$ cat config.mk
export PLATFORM = sky130hd
export DESIGN_NAME = spcr_top
export DESIGN_NICKNAME = d
export VERILOG_FILES = /design/src/rtl/spcr_pkg.sv /design/src/rtl/spcr_top.sv
export VERILOG_INCLUDE_DIRS = /design/src /design/src/rtl
export SDC_FILE = /design/constraint.sdc
export NUM_CORES = 1
export LEC_CHECK = 0
export ABC_AREA = 1
export BUFFER_PORTS_ARGS = -buffer_cell sky130_fd_sc_hd__buf_2
export CAP_MARGIN = 20
export CORE_ASPECT_RATIO = 0.8
export CORE_UTILIZATION = 61
export DETAILED_ROUTE_END_ITERATION = 10
export PLACE_DENSITY = 0.9
export SLEW_MARGIN = 30
export SYNTH_ARGS = -nofsm -noshare
export SYNTH_HDL_FRONTEND = slang
export SYNTH_HIERARCHICAL = 1
export SYNTH_SLANG_ARGS = --single-unit
$ cat constraint.sdc
create_clock -name pclk -period 5.34 [get_ports pclk]
set_clock_uncertainty 0.1 [all_clocks]
set_input_delay 0 -clock pclk [delete_from_list [all_inputs] [get_ports pclk]]
set_output_delay 0 -clock pclk [all_outputs]
set_load 0.01 [all_outputs]
$ cat src/rtl/spcr_consts.svh
`ifndef SPCR_CONSTS_SVH
`define SPCR_CONSTS_SVH

// ----------------------------------------
// Register offsets
// ----------------------------------------
`define SPCR_OFS_CON1 8'h00
`define SPCR_OFS_CTRL 8'h04
`define SPCR_OFS_TXDATA 8'h08
`define SPCR_OFS_RXDATA 8'h0C
`define SPCR_OFS_STATUS 8'h10

// ----------------------------------------
// Control one fields
// ----------------------------------------
`define SPCR_CON1_W 13
`define SPCR_SMP_BIT 9
`define SPCR_CKE_BIT 8
`define SPCR_SLAVE_SELECT_ENABLE_BIT 7
`define SPCR_CKP_BIT 6
`define SPCR_MASTER_ROLE_ENABLE_BIT 5
`define SPCR_SPRE_HI 4
`define SPCR_SPRE_LO 2
`define SPCR_PPRE_HI 1
`define SPCR_PPRE_LO 0

// ----------------------------------------
// Own control and status fields
// ----------------------------------------
`define SPCR_EN_BIT 0
`define SPCR_FRM_BIT 1
`define SPCR_ST_BUSY_BIT 0
`define SPCR_ST_TXFULL_BIT 1
`define SPCR_ST_RXVALID_BIT 2
`define SPCR_ST_OVF_BIT 3
`define SPCR_ST_SSUSE_BIT 4

// ----------------------------------------
// Reset values and counts
// ----------------------------------------
`define SPCR_CON1_RST 13'h0000
`define SPCR_FRAME_BITS 4'h8
`define SPCR_HALVES 5'h10
`define SPCR_FIFO_DEPTH 16
`define SPCR_WORD_W 8

`endif

$ cat src/rtl/spcr_pkg.sv
`include "spcr_consts.svh"

package spcr_pkg;

  typedef enum logic [1:0] {
    SPCR_M_IDLE = 2'b01,
    SPCR_M_RUN = 2'b10
  } spcr_mstate_e;

  typedef struct packed {
    logic [`SPCR_CON1_W-1:0] con1;
    logic en;
    logic frm;
    logic [7:0] tx_buf;
    logic tx_full;
    logic ovf;
    logic [31:0] prdata;
    logic pready;
    logic pslverr;
    spcr_mstate_e mst;
    logic [5:0] div;
    logic [4:0] half;
    logic [7:0] tx_sh;
    logic [7:0] rx_sh;
    logic [3:0] cnt;
    logic start;
    logic sck_o;
    logic sck_oe;
    logic sdo_o;
    logic sdo_oe;
    logic ss_use;
    logic [1:0] sck_s;
    logic [1:0] sdi_s;
    logic [1:0] ss_s;
    logic sck_d;
    logic push;
    logic [7:0] push_data;
  } spcr_state_s;

endpackage

$ cat src/rtl/spcr_top.sv
`timescale 1ns/1ns
// How it works
// - Master samples input at end of output time or earlier, per sample phase.
// - Slave select enable one uses the select pin in slave role; zero ignores it.
// - Clock polarity zero idles low; one idles high.
// - Master role enable one generates clock; zero receives the clock.

// ----------------------------------------
// Receive FIFO
// ----------------------------------------
module spcr_fifo #(
  parameter int WIDTH = 8,
  parameter int DEPTH = 16
) (
  input wire logic clk,
  input wire logic rst_n,
  input wire logic wr_valid,
  output logic wr_ready,
  input wire logic [WIDTH-1:0] wr_data,
  output logic rd_valid,
  input wire logic rd_ready,
  output logic [WIDTH-1:0] rd_data
);
  localparam int AW = $clog2(DEPTH);
  logic [WIDTH-1:0] mem [DEPTH];
  logic [AW:0] wp;
  logic [AW:0] rp;
  logic full;
  logic empty;

  assign empty = (wp == rp);
  assign full = (wp[AW] != rp[AW]) && (wp[AW-1:0] == rp[AW-1:0]);
  assign wr_ready = !full;
  assign rd_valid = !empty;
  assign rd_data = mem[rp[AW-1:0]];

  always_ff @(posedge clk or negedge rst_n) begin
    if (!rst_n) begin
      wp <= '0;
      rp <= '0;
    end else begin
      if (wr_valid && !full) begin
        wp <= wp + 1'b1;
      end
      if (rd_ready && !empty) begin
        rp <= rp + 1'b1;
      end
    end
  end

  always_ff @(posedge clk) begin
    if (wr_valid && !full) begin
      mem[wp[AW-1:0]] <= wr_data;
    end
  end
endmodule

// ----------------------------------------
// Port top
// ----------------------------------------
module spcr_top
  import spcr_pkg::*;
(
  input wire logic pclk,
  input wire logic presetn,
  input wire logic psel,
  input wire logic penable,
  input wire logic pwrite,
  input wire logic [7:0] paddr,
  input wire logic [31:0] pwdata,
  output logic [31:0] prdata,
  output logic pready,
  output logic pslverr,
  input wire logic sck_in,
  output logic sck_out,
  output logic sck_oe,
  input wire logic sdi,
  output logic sdo,
  output logic sdo_oe,
  input wire logic slave_select_pin_n,
  output logic slave_select_in_use
);
  spcr_state_s s;
  spcr_state_s n;
  logic rd_pop;
  logic rx_ready;
  logic rx_valid;
  logic [7:0] rx_data;
  logic [5:0] half_len;
  logic cke_eff;
  logic clock_idle_polarity;
  logic master;
  logic slave_on;
  logic sel;
  logic lead;
  logic trail;
  logic smp_edge;
  logic chg_edge;
  logic offs;
  logic [4:0] rel;

  spcr_fifo #(.WIDTH(`SPCR_WORD_W), .DEPTH(`SPCR_FIFO_DEPTH)) u_rx_fifo (
    .clk(pclk),
    .rst_n(presetn),
    .wr_valid(s.push),
    .wr_ready(rx_ready),
    .wr_data(s.push_data),
    .rd_valid(rx_valid),
    .rd_ready(rd_pop),
    .rd_data(rx_data)
  );

  assign prdata = s.prdata;
  assign pready = s.pready;
  assign pslverr = s.pslverr;
  assign sck_out = s.sck_o;
  assign sck_oe = s.sck_oe;
  assign sdo = s.sdo_o;
  assign sdo_oe = s.sdo_oe;
  assign slave_select_in_use = s.ss_use;

  // ----------------------------------------
  // Next state
  // ----------------------------------------
  always_comb begin
    n = s;
    rd_pop = 1'b0;
    clock_idle_polarity = s.con1[`SPCR_CKP_BIT];
    master = s.con1[`SPCR_MASTER_ROLE_ENABLE_BIT];
    cke_eff = s.con1[`SPCR_CKE_BIT] && !s.frm;
    offs = !cke_eff;
    half_len = 6'(3'd4 - {1'b0, s.con1[`SPCR_PPRE_HI:`SPCR_PPRE_LO]})
      * 6'(4'd8 - {1'b0, s.con1[`SPCR_SPRE_HI:`SPCR_SPRE_LO]});
    rel = s.half - 5'(offs);
    n.sck_s = {s.sck_s[0], sck_in};
    n.sdi_s = {s.sdi_s[0], sdi};
    n.ss_s = {s.ss_s[0], slave_select_pin_n};
    n.sck_d = s.sck_s[1];
    n.push = 1'b0;
    n.pready = 1'b0;
    n.pslverr = 1'b0;
    slave_on = s.en && !master && (s.mst == SPCR_M_IDLE);
    sel = s.con1[`SPCR_SLAVE_SELECT_ENABLE_BIT] ? !s.ss_s[1] : 1'b1;
    lead = (s.sck_s[1] != s.sck_d) && (s.sck_s[1] == !clock_idle_polarity);
    trail = (s.sck_s[1] != s.sck_d) && (s.sck_s[1] == clock_idle_polarity);
    smp_edge = cke_eff ? lead : trail;
    chg_edge = cke_eff ? trail : lead;

    // ----------------------------------------
    // Register access
    // ----------------------------------------
    if (psel && penable && !s.pready) begin
      n.pready = 1'b1;
      n.prdata = 32'h0000_0000;
      case (paddr)
        `SPCR_OFS_CON1: begin
          if (pwrite) begin
            n.con1 = pwdata[`SPCR_CON1_W-1:0];
          end else begin
            n.prdata = {19'h0_0000, s.con1};
          end
        end
        `SPCR_OFS_CTRL: begin
          if (pwrite) begin
            n.en = pwdata[`SPCR_EN_BIT];
            n.frm = pwdata[`SPCR_FRM_BIT];
          end else begin
            n.prdata[`SPCR_EN_BIT] = s.en;
            n.prdata[`SPCR_FRM_BIT] = s.frm;
          end
        end
        `SPCR_OFS_TXDATA: begin
          if (pwrite) begin
            if (s.tx_full) begin
              n.pready = 1'b0;
            end else begin
              n.tx_buf = pwdata[7:0];
              n.tx_full = 1'b1;
            end
          end else begin
            n.prdata = {24'h00_0000, s.tx_buf};
          end
        end
        `SPCR_OFS_RXDATA: begin
          if (!pwrite && rx_valid) begin
            n.prdata = {24'h00_0000, rx_data};
            rd_pop = 1'b1;
          end
        end
        `SPCR_OFS_STATUS: begin
          if (pwrite) begin
            if (pwdata[`SPCR_ST_OVF_BIT]) begin
              n.ovf = 1'b0;
            end
          end else begin
            n.prdata[`SPCR_ST_BUSY_BIT] = (s.mst == SPCR_M_RUN);
            n.prdata[`SPCR_ST_TXFULL_BIT] = s.tx_full;
            n.prdata[`SPCR_ST_RXVALID_BIT] = rx_valid;
            n.prdata[`SPCR_ST_OVF_BIT] = s.ovf;
            n.prdata[`SPCR_ST_SSUSE_BIT] = s.ss_use;
          end
        end
        default: begin
          n.pslverr = 1'b1;
        end
      endcase
    end

    // ----------------------------------------
    // Master engine
    // ----------------------------------------
    case (s.mst)
      SPCR_M_IDLE: begin
        if (s.en && master) begin
          n.sck_o = clock_idle_polarity;
          if (s.tx_full && rx_ready) begin
            n.mst = SPCR_M_RUN;
            n.tx_sh = s.tx_buf;
            n.tx_full = 1'b0;
            n.half = 5'h00;
            n.div = 6'h00;
            if (cke_eff) begin
              n.sdo_o = s.tx_buf[7];
            end
          end
        end
      end
      SPCR_M_RUN: begin
        if (s.div == half_len - 6'h01) begin
          n.div = 6'h00;
          if (s.half < `SPCR_HALVES) begin
            n.sck_o = !s.sck_o;
          end
          if (offs && s.half == 5'h00) begin
            n.sdo_o = s.tx_sh[7];
          end else if (rel[0]) begin
            n.tx_sh = {s.tx_sh[6:0], 1'b0};
            n.sdo_o = s.tx_sh[6];
          end
          if (s.half >= 5'(offs) && rel[0] == s.con1[`SPCR_SMP_BIT]) begin
            n.rx_sh = {s.rx_sh[6:0], s.sdi_s[1]};
          end
          if (s.half == `SPCR_HALVES - 5'h01 + 5'(offs)) begin
            n.mst = SPCR_M_IDLE;
            n.push = 1'b1;
            n.push_data = n.rx_sh;
          end else begin
            n.half = s.half + 5'h01;
          end
        end else begin
          n.div = s.div + 6'h01;
        end
      end
      default: begin
        n.mst = SPCR_M_IDLE;
      end
    endcase

    // ----------------------------------------
    // Slave engine
    // ----------------------------------------
    if (!slave_on || !sel) begin
      n.cnt = cke_eff ? 4'h0 : `SPCR_FRAME_BITS;
      n.start = cke_eff;
    end else if (s.start) begin
      n.start = 1'b0;
      n.tx_sh = s.tx_full ? s.tx_buf : 8'h00;
      n.tx_full = 1'b0;
    end else if (chg_edge) begin
      if (s.cnt == `SPCR_FRAME_BITS) begin
        n.tx_sh = s.tx_full ? s.tx_buf : 8'h00;
        n.tx_full = 1'b0;
        n.cnt = 4'h0;
      end else begin
        n.tx_sh = {s.tx_sh[6:0], 1'b0};
      end
    end else if (smp_edge && s.cnt != `SPCR_FRAME_BITS) begin
      n.rx_sh = {s.rx_sh[6:0], s.sdi_s[1]};
      n.cnt = s.cnt + 4'h1;
      if (s.cnt == `SPCR_FRAME_BITS - 4'h1) begin
        n.push = 1'b1;
        n.push_data = {s.rx_sh[6:0], s.sdi_s[1]};
        if (!rx_ready) begin
          n.ovf = 1'b1;
        end
      end
    end
    if (slave_on) begin
      n.sdo_o = n.tx_sh[7];
    end

    // ----------------------------------------
    // Pin ownership
    // ----------------------------------------
    n.sck_oe = s.en && master;
    n.sdo_oe = s.en && (master || sel);
    n.ss_use = s.en && !master && s.con1[`SPCR_SLAVE_SELECT_ENABLE_BIT];
  end

  // ----------------------------------------
  // State register
  // ----------------------------------------
  always_ff @(posedge pclk or negedge presetn) begin
    if (!presetn) begin
      s <= '{con1: `SPCR_CON1_RST, mst: SPCR_M_IDLE, start: 1'b1, default: '0};
    end else begin
      s <= n;
    end
  end
endmodule

## Yosys cells after proc, flatten, opt, wreduce, memory -nomap -nowiden

Memories as Yosys holds them, arrays and structs flattened.
Cells that the tools add are included.

| operators by class | value |
|---|---|
| add/sub/neg operators | 10 |
| multiply operators | 1 |
| divide/modulo/power cells | 0 |
| order comparisons | 2 |
| equal/unequal tests | 31 |
| shift operators | 0 |
| muxes and demuxes | 86 |
| bitwise gates (word level) | 1 |
| reductions and logical operators | 47 |

Operator list:

| kind | number |
|---|---|
| $mux 8 | 13 |
| $mux 21 | 4 |
| $pmux 27 s3 | 1 |
| $mux 9 | 8 |
| $mux 1 | 38 |
| $pmux 19 s2 | 1 |
| $mux 36 | 1 |
| $mux 12 | 2 |
| $logic_and 1x1->1 | 18 |
| $eq 8x4->1 const B | 2 |
| $mux 16 | 1 |
| $add 5x1->5 const B | 3 |
| $mux 5 | 3 |
| $mux 13 | 1 |
| $logic_not 1->1 | 12 |
| $mux 4 | 3 |
| $pmux 3 s4 | 1 |
| $reduce_and 3->1 | 4 |
| $reduce_and 4->1 | 3 |
| $eq 5x5->1 | 2 |
| $ne 2x1->1 const B | 5 |
| $pmux 2 s5 | 1 |
| $eq 8x3->1 const B | 1 |
| $eq 8x5->1 const B | 1 |
| other kinds (37) | 49 |

| word-level totals | value |
|---|---|
| bits in registers | 124 |
| bits in latches | 0 |
| bits in writable memories | 128 |
| ROM bits | 0 |
| bits of input ports | 48 |
| output and inout bits | 39 |
| word-level logic and storage cells | 208 |
| memories kept | 1 |

Memories:

| name | depth | width | rd ports | clocked after memory_dff | write ports | line | text |
|---|---|---|---|---|---|---|---|
| u_rx_fifo.mem | 16 | 8 | 1 | 0 | 1 | spcr_top.sv:25 | `logic [WIDTH-1:0] mem [DEPTH];` |

## Depth between registers and ports, before layout

Gate-level depths: netlist of run 1.

| logic depth | value |
|---|---|
| depth after elaboration | 17 |
| gate-level depth with buffers | 27 |
| mapped depth without buffers | 26 |

## By module

Netlist of run 1, hierarchy kept.

By module, submodules not included:

| module | times used | cells each | area each (um^2) | sequential area each (um^2) |
|---|---|---|---|---|
| spcr_fifo | 1 | 557 | 5,960.7 | 4,093.9 |
| spcr_top | 1 | 778 | 5,870.6 | 2,379.8 |

## Worst setup path before layout of run 1

OpenSTA, ideal clock, no wires.

| timing | value |
|---|---|
| kind | register -> register |
| start point | reg s[103] (netlist name) |
| end point | reg s[38] (netlist name) |
| library setup time | 0.117 ns |
| arrival | 3.616 ns |
| data required time | 5.123 ns |
| setup slack | 1.507 ns |
| stages on the path, launching flop included | 27 |
| buffers on the path | 2 |
| period minus slack after synthesis | 3.833 ns |
| cell sequence | dfrtp_1 > buf_2 > inv_1 > ha_1 > inv_1 > nand2_1 > nand2_1 > nand2_1 > fa_1 > fa_1 > inv_1 > ha_1 > inv_1 > nand2_1 > nand2_1 > nor2_1 > nor2_1 > nand3_1 > nor2_2 > nand3_2 > nor2_1 > buf_2 > a21oi_1 > o21ai_0 > nand3_1 > nand2_1 > nand2_1 |

RTL lines:

| what | line | text |
|---|---|---|
| from (decl) | spcr_top.sv:83 | `spcr_state_s s;` |
| from (signal assigned) | spcr_top.sv:307 | `s <= n;` |

==> results of run 1 <==
-- area by class of cell --
type	instances	area, µm²	share of cell area [%]
Clock buffer	34	709	5.40
Clock inverter	8	93.8	0.714
Inverter	134	503	3.83
Multi-Input combinational cell	910	4480	34.1
Sequential cell	233	6470	49.3
Tap cell	258	323	2.46
Timing Repair Buffer	81	562	4.27
-- cell usage in the layout, fill, tap and decap left out, drive strengths merged, types with 10 or more instances in the layout --
cell           n
a21oi         57
conb          19
nand4         13
dfrtp        103
nor2         156
nand3         79
ha            23
clkbuf        34
nand2        334
o211ai        10
edfxtp       128
xor2          11
dlygate4sd3   28
buf           53
o21ai        165
inv          134
-- critical path, delay by kind of cell (launching register included) --
family / cells / cell delay, ns
compound gates: 2 / 0.27
flops: 1 / 0.51
simple gates: 14 / 2.00
fa+ha+maj: 4 / 1.53
buf+inv: 4 / 0.31
-- where the power goes --
| group | switching, mW | internal (mW) |
|---|---|---|
| registers | 0.0400 | 1.93 |
| logic | 0.282 | 0.137 |
| clock network | 0.677 | 1.02 |
-- metal layers --
layer	vias to the layer above	global-route usage, %	wire (µm)
li1	4472	-	-
met1	4588	41.0	11400
met2	682	47.1	13400
met3	112	6.25	3430
met4	2	10.5	943
met5	-	0	13
-- through the flow --
step           worst slack, ns  std cells  instance area, µm²  power (mW)  util [%]
2_1_floorplan             1.51       1353               11900        2.29         -
3_3_place_gp             0.886       1587               12000        2.37      63.5
3_5_place_dp             0.726       1587               12000        2.39      63.5
4_1_cts                  0.661       1658               13100        4.08      69.3
5_1_grt                  0.129       1658               13100        4.21      69.3
6_report                 0.462       1658               13100        4.09      69.3
-- worst max-delay path by stage --
stage | startpoint | slack, ns | endpoint
final | s[103] | 0.46 | s[35]
after CTS | s[103] | 0.66 | s[35]
after global routing | s[103] | 0.13 | s[35]
after detailed placement | s[103] | 0.73 | s[37]
after global placement | s[103] | 0.89 | s[7]
after floorplan | s[103] | 1.51 | s[38]
-- sequential cells by signal, summed over array words and instances, names as in the netlist, 4 cells and up --
register	count
u_rx_fifo/rp	5
prdata	13
u_rx_fifo/wp	5
u_rx_fifo/mem	128
n	4
s	69
-- cells by family after synthesis --
group | Yosys count | share of synthesized area, %
and+or+nand+nor | 592 | 21.2
buffers and inverters | 210 | 8.08
muxes | 1 | 0.0952
DFF | 233 | 54.7
other | 1 | 0.0317
adders and majority gates | 28 | 3.28
AOI/OAI and AO/OA | 253 | 11.3
xor gates and xnor gates | 17 | 1.26
-- what timing repair did --
item / CTS / global route
hold endpoints to repair: 149 / 0
buffers inserted: 0 / 0
hold buffers: 29 / 0
==> flow_metrics.py, run 1 <==
metrics = {
    "floorplanning": {
        "rows": 45,
        "io-pin-count": 87,
        "die_area_um2": 20000,
        "die_h_um": 127,
        "core_area_um2": 19000,
        "die_w_um": 158,
        "initial_core_util_pct": 62.4,
    },
    "setup_path": {
        "path_max_fanout": 13,
        "end_kind": "flip-flop",
        "worst_path_max_delay_cell": "nor2_1",
        "critPathArrivalTime_ns": 5.19,
        "timing.rr.end": "s[35]",
        "slowest_delay_ns": 0.67,
        "start_kind": "flip-flop",
        "rrSetupSlack_ns": 0.46,
        "required_ns": 5.65,
        "worst_path_most_repeated_cell": "nand2_1",
        "rr_worst_depth": 24,
        "r2r-start": "s[103]",
        "cp_cell_sequence": "inv_1, ha_1, inv_1, nand2_1, nand2_1, nand2_1, fa_1, fa_1, inv_1, ha_1, inv_1, nand2_1, nand2_1, nor2_1, nor2_1, nand3_1, nor2_2, nand3_2, nor2_1, a21oi_1, o21ai_0, nand3_1, nand2_1, nand2_1",
        "crit_type": "flip-flop to flip-flop",
    },
    "synth": {
        "synth_cells": 1335,
        "yosysMostFrequentCell": "nand2_1",
        "postSynthAreaPerCell_um2": 8.86,
        "syn_area_um2": 11800,
        "synth_commonest_cells": "nand2_1, o21ai_0, nor2_1",
        "ys_seq_area_share_pct": 54.7,
        "synthDistinctLibCells": 47,
        "synth.area.top_cells": "edfxtp_1, dfrtp_1, nand2_1",
        "async_reset_ff_share_pct": 45.1,
        "ys.flop_type": "edfxtp_1",
        "yosys_warnings": 6,
        "synth_area_leader_cell": "edfxtp_1",
        "ys_ff_latch": 233,
        "synth_edf_count": 128,
        "synth_top_cell_area_share_pct": 32.5,
    },
    "pwr": {
        "vdd_drop_max_uv": 200,
        "power_density_nw_per_um2": 311,
        "p_leak_nw": 5.46,
    },
    "run_status": {
        "status": "complete, but fails checks",
        "failed_checks": "hold timing",
    },
    "clock_tree": {
        "cts_root_buf": "clkbuf_16",
        "clk_pin_slew_ns": 0.07,
        "insertion_delay_ns": 0.53,
        "cts_tree": "done",
        "clockBufferDepth": 3,
        "numCtsBuffers": 23,
        "cts_resized": 0,
        "cts.sinks": 233,
        "htree_levels": 1,
    },
    "timing": {
        "hold_viol": 2,
        "slew_headroom_pct": 36.5,
        "fmax_ghz": 0.205,
        "post-route-period-util_pct": 91.3,
        "finalSetupViolations": 0,
        "hold_ws_ns": -0.00162,
        "drv_slew": 0,
        "worstMarginPinSlew_ns": 0.948,
        "fin_crit_ns": 4.88,
        "rsz0062_at_grt": "no",
        "setup_tns_ns": 0,
    },
    "worst_hold_path": {
        "hp-class": "input port to asynchronous set/reset pin",
    },
    "detailed_routing": {
        "drc_errors": 0,
        "detail-route-antenna-nets": 0,
        "drtPass1Iterations": 7,
        "drt_iter0_drc": 1400,
        "viasPerCell": 5.94,
        "wire_per_inst_um": 17.6,
        "routed-via-count": 9856,
        "wirelength_mm": 29.1,
    },
    "place": {
        "dp_hpwl_mm": 18.3,
        "place.port_buffers": 48,
        "gp_congestion": 0.922,
    },
    "global_routing": {
        "grt_usage_pct": 29.8,
        "grt_max_degree": 84,
        "grt_pass1_vias": 9190,
        "grt_antenna_before_repair": 1,
        "overflow": 0,
        "grt_pass1_wl_mm": 46.2,
    },
    "cells_and_area": {
        "nets": 1459,
        "antenna_cells": 0,
        "area_growth_pct": 11.1,
        "nFillCells": 1316,
        "drive_gt1_share_pct": 9.43,
    },
    "job": {
        "maxCapViolCount": 0,
    },
}
No activity file was read; power rests on OpenSTA's default activity.
==> inputs of run 2 (changes only) <==
--- a/config.mk
+++ b/config.mk
@@ -9,10 +9,12 @@
 export ABC_AREA = 1
 export BUFFER_PORTS_ARGS = -buffer_cell sky130_fd_sc_hd__buf_2
 export CAP_MARGIN = 20
+export CELL_PAD_IN_SITES_DETAIL_PLACEMENT = 0
+export CELL_PAD_IN_SITES_GLOBAL_PLACEMENT = 1
 export CORE_ASPECT_RATIO = 0.8
-export CORE_UTILIZATION = 61
+export CORE_UTILIZATION = 47
 export DETAILED_ROUTE_END_ITERATION = 10
-export PLACE_DENSITY = 0.9
+export PLACE_DENSITY = 0.86
 export SLEW_MARGIN = 30
 export SYNTH_ARGS = -nofsm -noshare
 export SYNTH_HDL_FRONTEND = slang
==> flow_metrics.py, run 2 (synthesis gave the netlist of run 1 again) <==
metrics = {
    "run_status": {
        "status": "finished clean",
    },
    "timing": {
        "fin_crit_ns": 4.67,
        "fmax_ghz": 0.214,
        "hold_ws_ns": 0.0178,
        "worstMarginPinSlew_ns": 0.833,
        "hold_viol": 0,
        "finalSetupViolations": 0,
        "rsz0062_at_grt": "no",
        "setup_tns_ns": 0,
        "setup_slack_ns": 0.666,
        "slew_headroom_pct": 44.3,
        "post-route-period-util_pct": 87.5,
        "drv_slew": 0,
    },
    "pwr": {
        "p_leak_nw": 5.47,
        "power_density_nw_per_um2": 305,
        "power_mw": 4.05,
        "vdd_drop_max_uv": 229,
    },
    "floorplanning": {
        "initial_core_util_pct": 48.3,
        "io-pin-count": 87,
        "core_area_um2": 24500,
        "die_w_um": 179,
        "die_area_um2": 25800,
        "die_h_um": 144,
        "rows": 51,
    },
    "global_routing": {
        "overflow": 0,
        "grt_pass1_wl_mm": 44.3,
        "grt_max_degree": 78,
        "grt_usage_pct": 22.4,
        "grt_antenna_before_repair": 0,
        "grt_pass1_vias": 8000,
    },
    "worst_hold_path": {
        "hp-class": "input port to flip-flop",
    },
    "detailed_routing": {
        "detail-route-antenna-nets": 0,
        "drtPass1Iterations": 7,
        "routed-via-count": 9157,
        "drt_iter0_drc": 1062,
        "wirelength_mm": 28.4,
        "wire_per_inst_um": 16.5,
        "drc_errors": 0,
        "viasPerCell": 5.31,
    },
    "clock_tree": {
        "htree_levels": 1,
        "cts_root_buf": "clkbuf_16",
        "insertion_delay_ns": 0.52,
        "clockBufferDepth": 3,
        "cts_tree": "done",
        "clk_pin_slew_ns": 0.06,
        "holdBufCountCts": 32,
        "cts.sinks": 233,
        "cts_resized": 0,
        "cts_setup_buffers": 0,
        "numCtsBuffers": 25,
    },
    "cells_and_area": {
        "area_growth_pct": 12.1,
        "layout_commonest_cell": "nand2_1",
        "largest_reg_flops": 128,
        "drive_gt1_share_pct": 9.59,
        "nets": 1465,
        "antenna_cells": 0,
        "fin_area_um2": 13300,
        "fin_cells": 1726,
        "final_cell_mix": "nand2_1, o21ai_0, nor2_1",
        "final_util_pct": 54.1,
    },
    "setup_path": {
        "path_max_fanout": 15,
        "required_ns": 5.63,
        "end_kind": "flip-flop",
        "crit_type": "flip-flop to flip-flop",
        "start_kind": "flip-flop",
        "critPathArrivalTime_ns": 4.96,
    },
    "job": {
        "maxCapViolCount": 0,
    },
    "place": {
        "place.port_buffers": 48,
        "dp_hpwl_mm": 18.7,
        "place_area_um2": 12100,
        "gp_congestion": 0.864,
        "place_inst": 1648,
        "dp_slack_ns": 0.682,
    },
}
==> run 2: final cells by class <==
cell class	count	area (µm²)
repair buffers	85	614
well taps	318	398
inverters	134	503
multi-input cells	910	4480
flip-flops and latches	233	6470
clock inverters	17	140
fillers	2256	11200
clock buffers	29	651
==> run 2: path summary, 6_finish.rpt <==
kind,startpoint,to,slack [ns],cells after the start
max in group asynchronous,presetn,s[9],3.99,4
hold reg to reg,n[13],s[13],0.25,0
hold / removal,paddr[1],u_rx_fifo/rp[4],0.02,6
setup reg to reg,s[103],s[7],0.67,24
setup / recovery,s[103],s[7],0.67,24
min in group asynchronous,presetn,s[51],0.44,4
==> run 2: worst max-delay path, cell delays in order (launching register included) <==
cell,delay [ns]
dfrtp_1,0.51
inv_1,0.12
ha_1,0.24
inv_1,0.09
nand2_1,0.06
nand2_1,0.13
nand2_1,0.11
fa_1,0.50
fa_1,0.49
inv_1,0.04
ha_1,0.32
inv_1,0.07
nand2_1,0.04
nand2_1,0.08
nor2_1,0.04
nor2_1,0.09
nand3_1,0.08
nor2_2,0.16
nand4_2,0.31
nor2_2,0.52
inv_1,0.12
nand2_1,0.08
o21ai_0,0.09
nand2_1,0.06
o21ai_0,0.09
==> run 2: power breakdown <==
part           total [mW]  internal (mW)  switching [mW]
sequential           1.98           1.94          0.0420
combinational       0.409          0.140           0.269
clock                1.66          0.968           0.697
total                4.05           3.04            1.01
==> run 2: per-layer routing <==
layer	vias up	track usage, %	routed length, µm
met1	4308	35.9	14000
li1	4494	-	-
met2	310	31.8	12000
met4	0	5.35	586
met5	-	0	0
met3	45	2.86	1840
